==> src/hdl/ssp_pkg.sv <==
// Function
// - Master drives shift clock from its own divider; slave takes external shift clock.
// - Internal serial clock comes from a divider with a 16-bit reload value.
// - Transmit holding word moves into the shift register once that register is empty.
// - Master starts right after loading; slave waits for incoming shift clock edges.
// - Every transfer transmits and receives the same number of bits at once.
// - Transfer start sets busy and pulses the transmit request.
// - After 2 to 16 bits, shift register goes to receive holding; receive pulse.
// - Busy clears with the receive copy when no further word is waiting.
// - Word length programmable from 2 to 16 bits.
// - Direction bit: 0 sends least significant bit first, 1 most significant first.
// - Holding register words are right aligned with the word's LSB at bit 0.
// - Transmit bits above width are ignored; receive bits above width are undefined.
// - One clock edge shifts data out, the opposite edge samples input.
// - Phase bit picks leading or trailing edge for shifting out.
// - Polarity bit sets clock idle level; idle high makes leading edge falling.
// - With serial enable 0 the control address shows configuration bits.
// - With serial enable 1 the control address shows status flags.
// - Function code 011 puts serial signals on port pins 0 to 6.
// - Master puts first bit out one divider tick after loading, only while enabled.
// - Slave drives first bit immediately on loading.
// - Chip selects assert half a bit before data and release half a bit after.
// - Data-out keeps the last transmitted bit until the next transfer.
package ssp_pkg;
  // ===========================================================================
  // Register map (byte addresses on the Avalon bus)
  localparam logic [5:0] SSP_OFS_CTRL = 6'h00;
  localparam logic [5:0] SSP_OFS_BAUD = 6'h04;
  localparam logic [5:0] SSP_OFS_TXH = 6'h08;
  localparam logic [5:0] SSP_OFS_RXH = 6'h0c;
  localparam logic [5:0] SSP_OFS_MODE = 6'h10;
  localparam logic [5:0] SSP_OFS_PDIR = 6'h14;
  localparam logic [5:0] SSP_OFS_PDATA = 6'h18;
  localparam logic [5:0] SSP_OFS_PIN = 6'h1c;
  localparam logic [5:0] SSP_OFS_CSEN = 6'h20;
  // ===========================================================================
  // Control register fields
  localparam int SSP_B_MSB = 4;
  localparam int SSP_B_PH = 5;
  localparam int SSP_B_PO = 6;
  localparam int SSP_B_BUSY = 8;
  localparam int SSP_B_TXF = 9;
  localparam int SSP_B_RXF = 10;
  localparam int SSP_B_MS = 14;
  localparam int SSP_B_EN = 15;
  // ===========================================================================
  // Reset values and codes
  localparam logic [15:0] SSP_CTRL_RST = 16'h0007;
  localparam logic [15:0] SSP_BAUD_RST = 16'h0000;
  localparam logic [3:0] SSP_CSEN_RST = 4'hf;
  localparam logic [2:0] SSP_MODE_SERIAL = 3'h3;
  // Pin slots of the serial function on the low port half.
  localparam int SSP_P_MO = 0;
  localparam int SSP_P_MI = 1;
  localparam int SSP_P_CLK = 2;
  localparam int SSP_P_CS = 3;
  typedef enum logic [3:0] {
    SSP_IDLE = 4'b0001,
    SSP_LEAD = 4'b0010,
    SSP_SHIFT = 4'b0100,
    SSP_TRAIL = 4'b1000
  } ssp_state_t;
endpackage : ssp_pkg

==> src/hdl/ssp_top.sv <==
`timescale 1ns/10ps
module ssp_top (
  input wire logic mclk,
  input wire logic rst_n,
  input wire logic [5:0] address,
  input wire logic read,
  input wire logic write,
  input wire logic [31:0] writedata,
  input wire logic [3:0] byteenable,
  output logic [31:0] readdata,
  output logic waitrequest,
  input wire logic [15:0] gpp_in,
  output logic [15:0] gpp_out,
  output logic [15:0] gpp_oe,
  output logic tx_request_irq,
  output logic rx_complete_irq
);
  import ssp_pkg::*;

  // ===========================================================================
  // Software state
  logic [15:0] serial_control_reg_r;
  logic [15:0] baud_reload_reg_r;
  logic [15:0] tx_holding_reg_r;
  logic [15:0] rx_holding_reg_r;
  logic [2:0] peripheral_function_field_r;
  logic [15:0] port_direction_reg_r;
  logic [15:0] port_data_r;
  logic [3:0] cs_enable_n_r;
  logic tx_full_r;
  logic rx_full_r;
  logic transfer_busy_flag_r;
  logic ack_r;

  // ===========================================================================
  // Engine state
  ssp_state_t state_r;
  logic [15:0] baud_cnt_r;
  logic [15:0] shreg_r;
  logic [4:0] edge_cnt_r;
  logic sample_r;
  logic out_bit_r;
  logic sclk_r;
  logic cs_active_r;
  logic [15:0] pin_s1_r;
  logic [15:0] pin_s2_r;
  logic clk_prev_r;

  logic serial_enable_bit;
  logic role_master_select;
  logic msb_first_select;
  logic clock_phase_select;
  logic clock_idle_level;
  logic [4:0] nbits;
  logic [4:0] last_edge;
  logic tick;
  logic clk_edge;
  logic edge_ev;
  logic is_sample;
  logic in_bit;
  logic final_edge;
  logic start_load;
  logic bus_acc;
  logic wr_en;
  logic rd_en;
  logic [15:0] wmask;
  logic [15:0] ctrl_view;
  logic [15:0] shifted;
  logic [15:0] rx_word;

  assign serial_enable_bit = serial_control_reg_r[SSP_B_EN];
  assign role_master_select = serial_control_reg_r[SSP_B_MS];
  assign msb_first_select = serial_control_reg_r[SSP_B_MSB];
  assign clock_phase_select = serial_control_reg_r[SSP_B_PH];
  assign clock_idle_level = serial_control_reg_r[SSP_B_PO];
  // A width code of 0 would mean a 1-bit word; it is treated as 2 bits.
  assign nbits = (serial_control_reg_r[3:0] == 4'h0) ? 5'h02 : {1'b0, serial_control_reg_r[3:0]} + 5'h01;
  assign last_edge = 5'((nbits << 1) - 5'h01);

  // ===========================================================================
  // Avalon slave: one wait cycle on every access
  assign bus_acc = read | write;
  assign waitrequest = bus_acc & ~ack_r;
  assign wr_en = write & ack_r;
  assign rd_en = read & ack_r;
  assign wmask = {{8{byteenable[1]}}, {8{byteenable[0]}}};

  always_ff @(posedge mclk or negedge rst_n) begin
    if (!rst_n) begin
      ack_r <= 1'b0;
    end else begin
      ack_r <= bus_acc & ~ack_r;
    end
  end

  always_comb begin
    if (serial_enable_bit) begin
      ctrl_view = 16'h0000;
      ctrl_view[SSP_B_EN] = 1'b1;
      ctrl_view[SSP_B_MS] = role_master_select;
      ctrl_view[SSP_B_BUSY] = transfer_busy_flag_r;
      ctrl_view[SSP_B_TXF] = tx_full_r;
      ctrl_view[SSP_B_RXF] = rx_full_r;
    end else begin
      ctrl_view = serial_control_reg_r;
    end
  end

  always_ff @(posedge mclk or negedge rst_n) begin
    if (!rst_n) begin
      readdata <= 32'h0000_0000;
    end else if (bus_acc & ~ack_r & read) begin
      if (address == SSP_OFS_CTRL) begin
        readdata <= {16'h0000, ctrl_view};
      end else if (address == SSP_OFS_BAUD) begin
        readdata <= {16'h0000, baud_reload_reg_r};
      end else if (address == SSP_OFS_TXH) begin
        readdata <= {16'h0000, tx_holding_reg_r};
      end else if (address == SSP_OFS_RXH) begin
        readdata <= {16'h0000, rx_holding_reg_r};
      end else if (address == SSP_OFS_MODE) begin
        readdata <= {29'h0000_0000, peripheral_function_field_r};
      end else if (address == SSP_OFS_PDIR) begin
        readdata <= {16'h0000, port_direction_reg_r};
      end else if (address == SSP_OFS_PDATA) begin
        readdata <= {16'h0000, port_data_r};
      end else if (address == SSP_OFS_PIN) begin
        readdata <= {16'h0000, pin_s2_r};
      end else if (address == SSP_OFS_CSEN) begin
        readdata <= {28'h000_0000, cs_enable_n_r};
      end else begin
        readdata <= 32'h0000_0000;
      end
    end
  end

  // Configuration bits are frozen while enabled; only the enable bit stays writable.
  // The status bits have no storage, so software cannot disturb busy.
  always_ff @(posedge mclk or negedge rst_n) begin
    if (!rst_n) begin
      serial_control_reg_r <= SSP_CTRL_RST;
      baud_reload_reg_r <= SSP_BAUD_RST;
      peripheral_function_field_r <= 3'h0;
      port_direction_reg_r <= 16'h0000;
      port_data_r <= 16'h0000;
      cs_enable_n_r <= SSP_CSEN_RST;
    end else if (wr_en) begin
      if (address == SSP_OFS_CTRL) begin
        if (serial_enable_bit) begin
          if (byteenable[1]) begin
            serial_control_reg_r[SSP_B_EN] <= writedata[SSP_B_EN];
          end
        end else begin
          serial_control_reg_r <= (serial_control_reg_r & ~wmask) | (writedata[15:0] & wmask & 16'hc07f);
        end
      end else if (address == SSP_OFS_BAUD) begin
        baud_reload_reg_r <= (baud_reload_reg_r & ~wmask) | (writedata[15:0] & wmask);
      end else if (address == SSP_OFS_MODE) begin
        if (byteenable[0]) begin
          peripheral_function_field_r <= writedata[2:0];
        end
      end else if (address == SSP_OFS_PDIR) begin
        port_direction_reg_r <= (port_direction_reg_r & ~wmask) | (writedata[15:0] & wmask);
      end else if (address == SSP_OFS_PDATA) begin
        port_data_r <= (port_data_r & ~wmask) | (writedata[15:0] & wmask);
      end else if (address == SSP_OFS_CSEN) begin
        if (byteenable[0]) begin
          cs_enable_n_r <= writedata[3:0];
        end
      end
    end
  end

  // ===========================================================================
  // Holding registers and flags
  always_ff @(posedge mclk or negedge rst_n) begin
    if (!rst_n) begin
      tx_holding_reg_r <= 16'h0000;
    end else if (wr_en && address == SSP_OFS_TXH) begin
      tx_holding_reg_r <= (tx_holding_reg_r & ~wmask) | (writedata[15:0] & wmask);
    end
  end

  // A new word written in the cycle the old one is taken stays pending.
  always_ff @(posedge mclk or negedge rst_n) begin
    if (!rst_n) begin
      tx_full_r <= 1'b0;
    end else if (wr_en && address == SSP_OFS_TXH) begin
      tx_full_r <= 1'b1;
    end else if (start_load) begin
      tx_full_r <= 1'b0;
    end
  end

  always_ff @(posedge mclk or negedge rst_n) begin
    if (!rst_n) begin
      rx_full_r <= 1'b0;
    end else if (final_edge) begin
      rx_full_r <= 1'b1;
    end else if (rd_en && address == SSP_OFS_RXH) begin
      rx_full_r <= 1'b0;
    end
  end

  always_ff @(posedge mclk or negedge rst_n) begin
    if (!rst_n) begin
      rx_holding_reg_r <= 16'h0000;
    end else if (final_edge) begin
      rx_holding_reg_r <= rx_word;
    end
  end

  // ===========================================================================
  // Pin synchronisers and the baud divider
  always_ff @(posedge mclk or negedge rst_n) begin
    if (!rst_n) begin
      pin_s1_r <= 16'h0000;
      pin_s2_r <= 16'h0000;
      clk_prev_r <= 1'b0;
    end else begin
      pin_s1_r <= gpp_in;
      pin_s2_r <= pin_s1_r;
      clk_prev_r <= pin_s2_r[SSP_P_CLK];
    end
  end

  // The divider runs whenever the engine is out of idle, slave transfers included, so each
  // transfer starts with a full half-bit period.
  assign tick = (baud_cnt_r == 16'h0000);
  always_ff @(posedge mclk or negedge rst_n) begin
    if (!rst_n) begin
      baud_cnt_r <= 16'h0000;
    end else if (state_r == SSP_IDLE || tick) begin
      baud_cnt_r <= baud_reload_reg_r;
    end else begin
      baud_cnt_r <= 16'(baud_cnt_r - 16'h0001);
    end
  end

  // ===========================================================================
  // Shift engine
  assign clk_edge = pin_s2_r[SSP_P_CLK] ^ clk_prev_r;
  assign edge_ev = (state_r == SSP_SHIFT) && (role_master_select ? tick : clk_edge);
  // Even edge numbers are leading edges.
  assign is_sample = (edge_cnt_r[0] == clock_phase_select);
  assign in_bit = role_master_select ? pin_s2_r[SSP_P_MI] : pin_s2_r[SSP_P_MO];
  assign final_edge = edge_ev && (edge_cnt_r == last_edge);
  assign start_load = serial_enable_bit && tx_full_r &&
                      ((state_r == SSP_IDLE) || final_edge);

  // The one register both shifts out and collects input, so counts always match.
  function automatic logic [15:0] ssp_shift(input logic [15:0] sr, input logic b, input logic msb,
                                            input logic [4:0] n);
    logic [15:0] r;
    r = sr;
    if (msb) begin
      r = {sr[14:0], b};
    end else begin
      r = sr >> 1;
      r[4'(n - 5'h01)] = b;
    end
    return r;
  endfunction : ssp_shift

  function automatic logic ssp_first(input logic [15:0] sr, input logic msb, input logic [4:0] n);
    return msb ? sr[4'(n - 5'h01)] : sr[0];
  endfunction : ssp_first

  assign shifted = ssp_shift(shreg_r, sample_r, msb_first_select, nbits);
  assign rx_word = ssp_shift(shreg_r, is_sample ? in_bit : sample_r, msb_first_select, nbits);

  always_ff @(posedge mclk or negedge rst_n) begin
    if (!rst_n) begin
      state_r <= SSP_IDLE;
    end else if (!serial_enable_bit) begin
      state_r <= SSP_IDLE;
    end else begin
      case (state_r)
        SSP_IDLE: begin
          if (start_load) begin
            state_r <= role_master_select ? SSP_LEAD : SSP_SHIFT;
          end
        end
        SSP_LEAD: begin
          if (tick) begin
            state_r <= SSP_SHIFT;
          end
        end
        SSP_SHIFT: begin
          if (final_edge) begin
            if (start_load) begin
              state_r <= role_master_select ? SSP_LEAD : SSP_SHIFT;
            end else begin
              state_r <= role_master_select ? SSP_TRAIL : SSP_IDLE;
            end
          end
        end
        SSP_TRAIL: begin
          if (tick) begin
            state_r <= SSP_IDLE;
          end
        end
        default: begin
          state_r <= SSP_IDLE;
        end
      endcase
    end
  end

  always_ff @(posedge mclk or negedge rst_n) begin
    if (!rst_n) begin
      shreg_r <= 16'h0000;
      edge_cnt_r <= 5'h00;
      sample_r <= 1'b0;
    end else if (start_load) begin
      shreg_r <= tx_holding_reg_r;
      edge_cnt_r <= 5'h00;
    end else if (edge_ev) begin
      edge_cnt_r <= 5'(edge_cnt_r + 5'h01);
      if (is_sample) begin
        sample_r <= in_bit;
      end else if (edge_cnt_r != 5'h00) begin
        shreg_r <= shifted;
      end
    end
  end

  // Data-out is never forced back to idle, so it keeps the last bit sent.
  always_ff @(posedge mclk or negedge rst_n) begin
    if (!rst_n) begin
      out_bit_r <= 1'b1;
    end else if (start_load && !role_master_select) begin
      out_bit_r <= ssp_first(tx_holding_reg_r, msb_first_select, nbits);
    end else if (state_r == SSP_LEAD && tick) begin
      out_bit_r <= ssp_first(shreg_r, msb_first_select, nbits);
    end else if (edge_ev && !is_sample && edge_cnt_r != 5'h00 && !final_edge) begin
      out_bit_r <= ssp_first(shifted, msb_first_select, nbits);
    end
  end

  always_ff @(posedge mclk or negedge rst_n) begin
    if (!rst_n) begin
      sclk_r <= 1'b0;
    end else if (state_r == SSP_SHIFT && role_master_select) begin
      if (tick) begin
        sclk_r <= ~sclk_r;
      end
    end else begin
      sclk_r <= clock_idle_level;
    end
  end

  always_ff @(posedge mclk or negedge rst_n) begin
    if (!rst_n) begin
      cs_active_r <= 1'b0;
    end else if (!serial_enable_bit || !role_master_select) begin
      cs_active_r <= 1'b0;
    end else if (start_load) begin
      cs_active_r <= 1'b1;
    end else if (state_r == SSP_TRAIL && tick) begin
      cs_active_r <= 1'b0;
    end
  end

  always_ff @(posedge mclk or negedge rst_n) begin
    if (!rst_n) begin
      transfer_busy_flag_r <= 1'b0;
      tx_request_irq <= 1'b0;
      rx_complete_irq <= 1'b0;
    end else begin
      tx_request_irq <= start_load;
      rx_complete_irq <= final_edge;
      if (start_load) begin
        transfer_busy_flag_r <= 1'b1;
      end else if (final_edge || !serial_enable_bit) begin
        transfer_busy_flag_r <= 1'b0;
      end
    end
  end

  // ===========================================================================
  // Port pins
  always_ff @(posedge mclk or negedge rst_n) begin
    if (!rst_n) begin
      gpp_out <= 16'h0000;
    end else begin
      gpp_out <= port_data_r;
      if (peripheral_function_field_r == SSP_MODE_SERIAL) begin
        gpp_out[SSP_P_MO] <= role_master_select ? out_bit_r : port_data_r[SSP_P_MO];
        gpp_out[SSP_P_MI] <= role_master_select ? port_data_r[SSP_P_MI] : out_bit_r;
        gpp_out[SSP_P_CLK] <= serial_enable_bit ? sclk_r : port_data_r[SSP_P_CLK];
        for (int i = 0; i < 4; i++) begin
          gpp_out[SSP_P_CS + i] <= ~(cs_active_r & ~cs_enable_n_r[i]);
        end
      end
    end
  end

  assign gpp_oe = port_direction_reg_r;
endmodule : ssp_top

==> config.mk <==
export PLATFORM = sky130hd
export DESIGN_NAME = ssp_top
export DESIGN_NICKNAME = d
export VERILOG_FILES = /design/src/hdl/ssp_pkg.sv /design/src/hdl/ssp_top.sv
export SDC_FILE = /design/constraint.sdc
export NUM_CORES = 1
export LEC_CHECK = 0
export ABC_AREA = 1
export BUFFER_PORTS_ARGS = -buffer_cell sky130_fd_sc_hd__buf_2
export CAP_MARGIN = 20
export CORE_AREA = 5 5 153 155
export CTS_BUF_LIST = sky130_fd_sc_hd__clkbuf_8 sky130_fd_sc_hd__clkbuf_16
export DETAILED_ROUTE_END_ITERATION = 12
export DIE_AREA = 0 0 158 160
export PLACE_DENSITY = 0.7
export SLEW_MARGIN = 5
export SYNTH_ARGS = -nofsm -noshare
export SYNTH_HDL_FRONTEND = slang
export SYNTH_SLANG_ARGS = --single-unit
==> constraint.sdc <==
create_clock -name mclk -period 3.55 [get_ports mclk]
set_input_delay 0 -clock mclk [delete_from_list [all_inputs] [get_ports mclk]]
set_output_delay 0 -clock mclk [all_outputs]
set_load 0.01 [all_outputs]
==> impl_metrics.py <==
metrics = {
    "status": {
        "status": "complete, no violations",
    },
    "route": {
        "postRouteAntennaNets": 0,
        "totalWireLength_mm": 33.5,
        "detail_route.first_pass.iterations": 6,
        "vias_per_cell": 5.72,
        "drtIter0Drc": 1021,
        "post_drt_wl_per_cell_um": 19.7,
        "drcViolationCount": 0,
        "vias": 9724,
    },
    "worst_hold_path": {
        "min_from": "byteenable[0]",
        "hold_class": "in2reg",
        "hold_path_end": "serial_control_reg_r[7]",
        "whs_path_depth": 4,
    },
    "timing": {
        "drv_slew": 0,
        "skew_ns": 0.0167,
        "fin_crit_sh_pct": 90.7,
        "finalCriticalPeriod_ns": 3.22,
        "fmax_mhz": 311,
        "post-route-worst-setup-slack_ns": 0.331,
        "rsz0062_at_grt": "false",
        "tns_ns": 0,
        "timing.max_slew.rel_slack_pct": 48.3,
        "tightest_slew_ns": 0.776,
        "final-hold-violation-count": 0,
        "setup_viol": 0,
    },
    "place": {
        "portBuffers": 94,
        "placed_area_mm2": 0.0115,
        "place_congestion": 0.916,
        "dp_slack_ns": 0.395,
        "hpwl_mm": 23.9,
    },
    "clocking": {
        "cts_setup_buffers": 0,
        "clockBufferDepth": 3,
        "postCtsHoldBufs": 38,
        "cts_root_buf": "clkbuf_16",
        "cts_tree": "done",
        "clk_pin_slew_ns": 0.06,
        "worstSkewPairLatency_ns": 0.53,
        "cts.sink_count": 219,
        "cts-htree-levels": 1,
        "cts_resized": 0,
        "cts_buffers": 24,
    },
    "synthesis": {
        "yosysTopAreaCell": "dfrtp_1",
        "synthTopCellsByArea": "dfrtp_1 (49%), nand2_1 (10%), o21ai_0 (6.8%)",
        "yosys_register_bits": 219,
        "yosysWarnings": 0,
        "synth_cell_types": 55,
        "synthArstFlopShare_pct": 100,
        "synthesis.area_mm2": 0.0107,
        "synth_mux_area_share_pct": 0.421,
        "synth-xor-area-share_pct": 1.39,
        "ys.flop_type": "dfrtp_1",
        "synth_top_family_by_area": "simple AND/OR/NAND/NOR gates",
        "synth_compound_area_share_pct": 16.8,
        "synth_adder_area_share_pct": 1.17,
        "yosysTopAreaCellShare_pct": 49.2,
        "synth.most_common_cell": "nand2_1",
        "netlist_instances": 1263,
        "seq_area_frac_synth_pct": 51.4,
        "synth_edf_count": 0,
        "synth-simple-area-share_pct": 20.8,
        "avgSynthCellArea_um2": 8.46,
        "synth_common_cells": "nand2_1 (294), dfrtp_1 (210), o21ai_0 (145), inv_1 (130), nor2_1 (101)",
    },
    "global_route": {
        "grt_usage_pct": 26.8,
        "grt_pass1_wl_mm": 53.3,
        "grt_max_degree": 102,
        "grt_remaining_overflow": 0,
        "antenna_found_initial": 0,
        "grt_pass1_vias": 9413,
    },
    "layout": {
        "nets": 1473,
        "post-route-util_pct": 58.8,
        "fillerInstances": 1883,
        "finalInstanceArea_mm2": 0.0128,
        "final_layout_size_suffix_gt1_share_pct": 15.2,
        "areaGrowthSynthToFinish_pct": 19.4,
        "n_antenna_cell": 0,
    },
    "power": {
        "power_frac_comb_pct": 15.5,
        "power.density_mw_per_mm2": 512,
        "p_int_uw": 4730,
        "clockPowerShare_pct": 42.2,
        "leakagePower_uw": 0.00611,
        "power.total_uw": 6540,
        "switchingPower_uw": 1810,
        "sw_frac_of_total_pct": 27.7,
        "peakVddDrop_v": 0.000509,
        "p_seq_share_pct": 42.4,
    },
    "worst_setup_path": {
        "r2r-end": "out_bit_r",
        "cp_cell_sequence": "inv_1, ha_1, nand2_2, inv_1, nor2_1, inv_1, ha_1, clkinv_1, a21oi_1, o21ai_0, o21ai_0, nand2_1, nand2_1, a21oi_1, nand3_1, o21ai_0, o21a_1, a21oi_1",
        "cp-start-kind": "flop",
        "cp.arrival_ns": 3.66,
        "worst-path-max-fanout": 18,
        "cp-end-kind": "flop",
        "ff2ff_path_depth": 18,
        "regToRegSetupSlack_ns": 0.33,
        "slowest_delay_ns": 0.59,
        "cp.required_ns": 3.99,
        "path_buf_inv": 4,
        "worst_path_max_delay_cell": "dfstp_2",
        "critPathTopFamily": "compound AO/OA/AOI/OAI gates",
        "cp_num_cells": 18,
        "critPathKind": "reg2reg",
    },
    "floorplanning": {
        "io_pins": 129,
        "rows": 54,
        "die_h_um": 160,
        "start_util_pct": 49.3,
        "die-area_mm2": 0.0253,
        "die_w_um": 158,
        "core_mm2": 0.0217,
    },
    "job": {
        "drv_cap": 0,
    },
}
-- worst max path at each step --
stage,from,slack (ns),to
detailed placement,flop,0.39,out_bit_r
global route,flop,0.05,out_bit_r
global placement,flop,0.41,out_bit_r
floorplan,flop,0.59,out_bit_r
finish,flop,0.33,out_bit_r
CTS,flop,0.33,out_bit_r
-- tightest hold or removal path, stage by stage --
cell,delay [ns]
buf_2,0.11
inv_1,0.08
nor2_1,0.10
a21boi_0,0.20
-- cells in the final DEF (no fill, tap or decap), drive strengths merged, types with 10 or more instances in the layout --
master       count
buf            124
ha              10
nand3           70
conb            16
o21ai          146
a31oi           20
nor3            14
nand2          302
dfrtp          210
o221ai          11
a221oi          11
o2111ai         13
dlygate4sd3     38
xor2            12
nand4           26
clkbuf          30
a21oi           31
nor2           107
inv            137
-- final cells by class --
class / instances / area [um^2] / area share, %
clock inverter: 14 / 210 / 1.65
sequential: 219 / 5490 / 43.0
clock buffer: 30 / 683 / 5.35
inverter: 138 / 523 / 4.10
tap: 280 / 350 / 2.75
timing repair buffer: 162 / 1100 / 8.61
multi-input combinational: 856 / 4410 / 34.5
-- per-layer routing --
layer / GRT usage [%] / share of wire, %
met1: 38.3 / 41
met5: 0 / 0
met4: 8.41 / 3.5
met3: 5.22 / 9.2
met2: 41.4 / 46
-- power groups by stage --
| stage | logic, uW | clock network, uW | registers [uW] |
|---|---|---|---|
| after CTS | 999 | 2800 | 2770 |
| after global placement | 944 | 0 | 2810 |
| after detailed placement | 961 | 0 | 2810 |
| after floorplan | 601 | 0 | 2790 |
| after global routing | 1130 | 2910 | 2780 |
| final | 1010 | 2760 | 2770 |
-- kinds of logic (layout without fill, tap and decap cells) --
kind of cell / after synthesis / after routing
and+or+nand+nor: 524 / 524
adders and majority gates: 10 / 10
DFF: 219 / 219
AOI/OAI and AO/OA: 285 / 285
muxes: 4 / 4
xor gates and xnor gates: 17 / 17
other: 1 / 16
buffers and inverters: 203 / 344
-- metrics by stage --
stage | hold slack [ns] | cells
CTS | 0.00581 | 1699
finish | 0.0242 | 1699
floorplan | -0.296 | 1278
global placement | 0.0995 | 1617
detailed placement | 0.104 | 1617
global route | 0.0470 | 1699
Note: power is estimated with default switching activity, not from simulation.
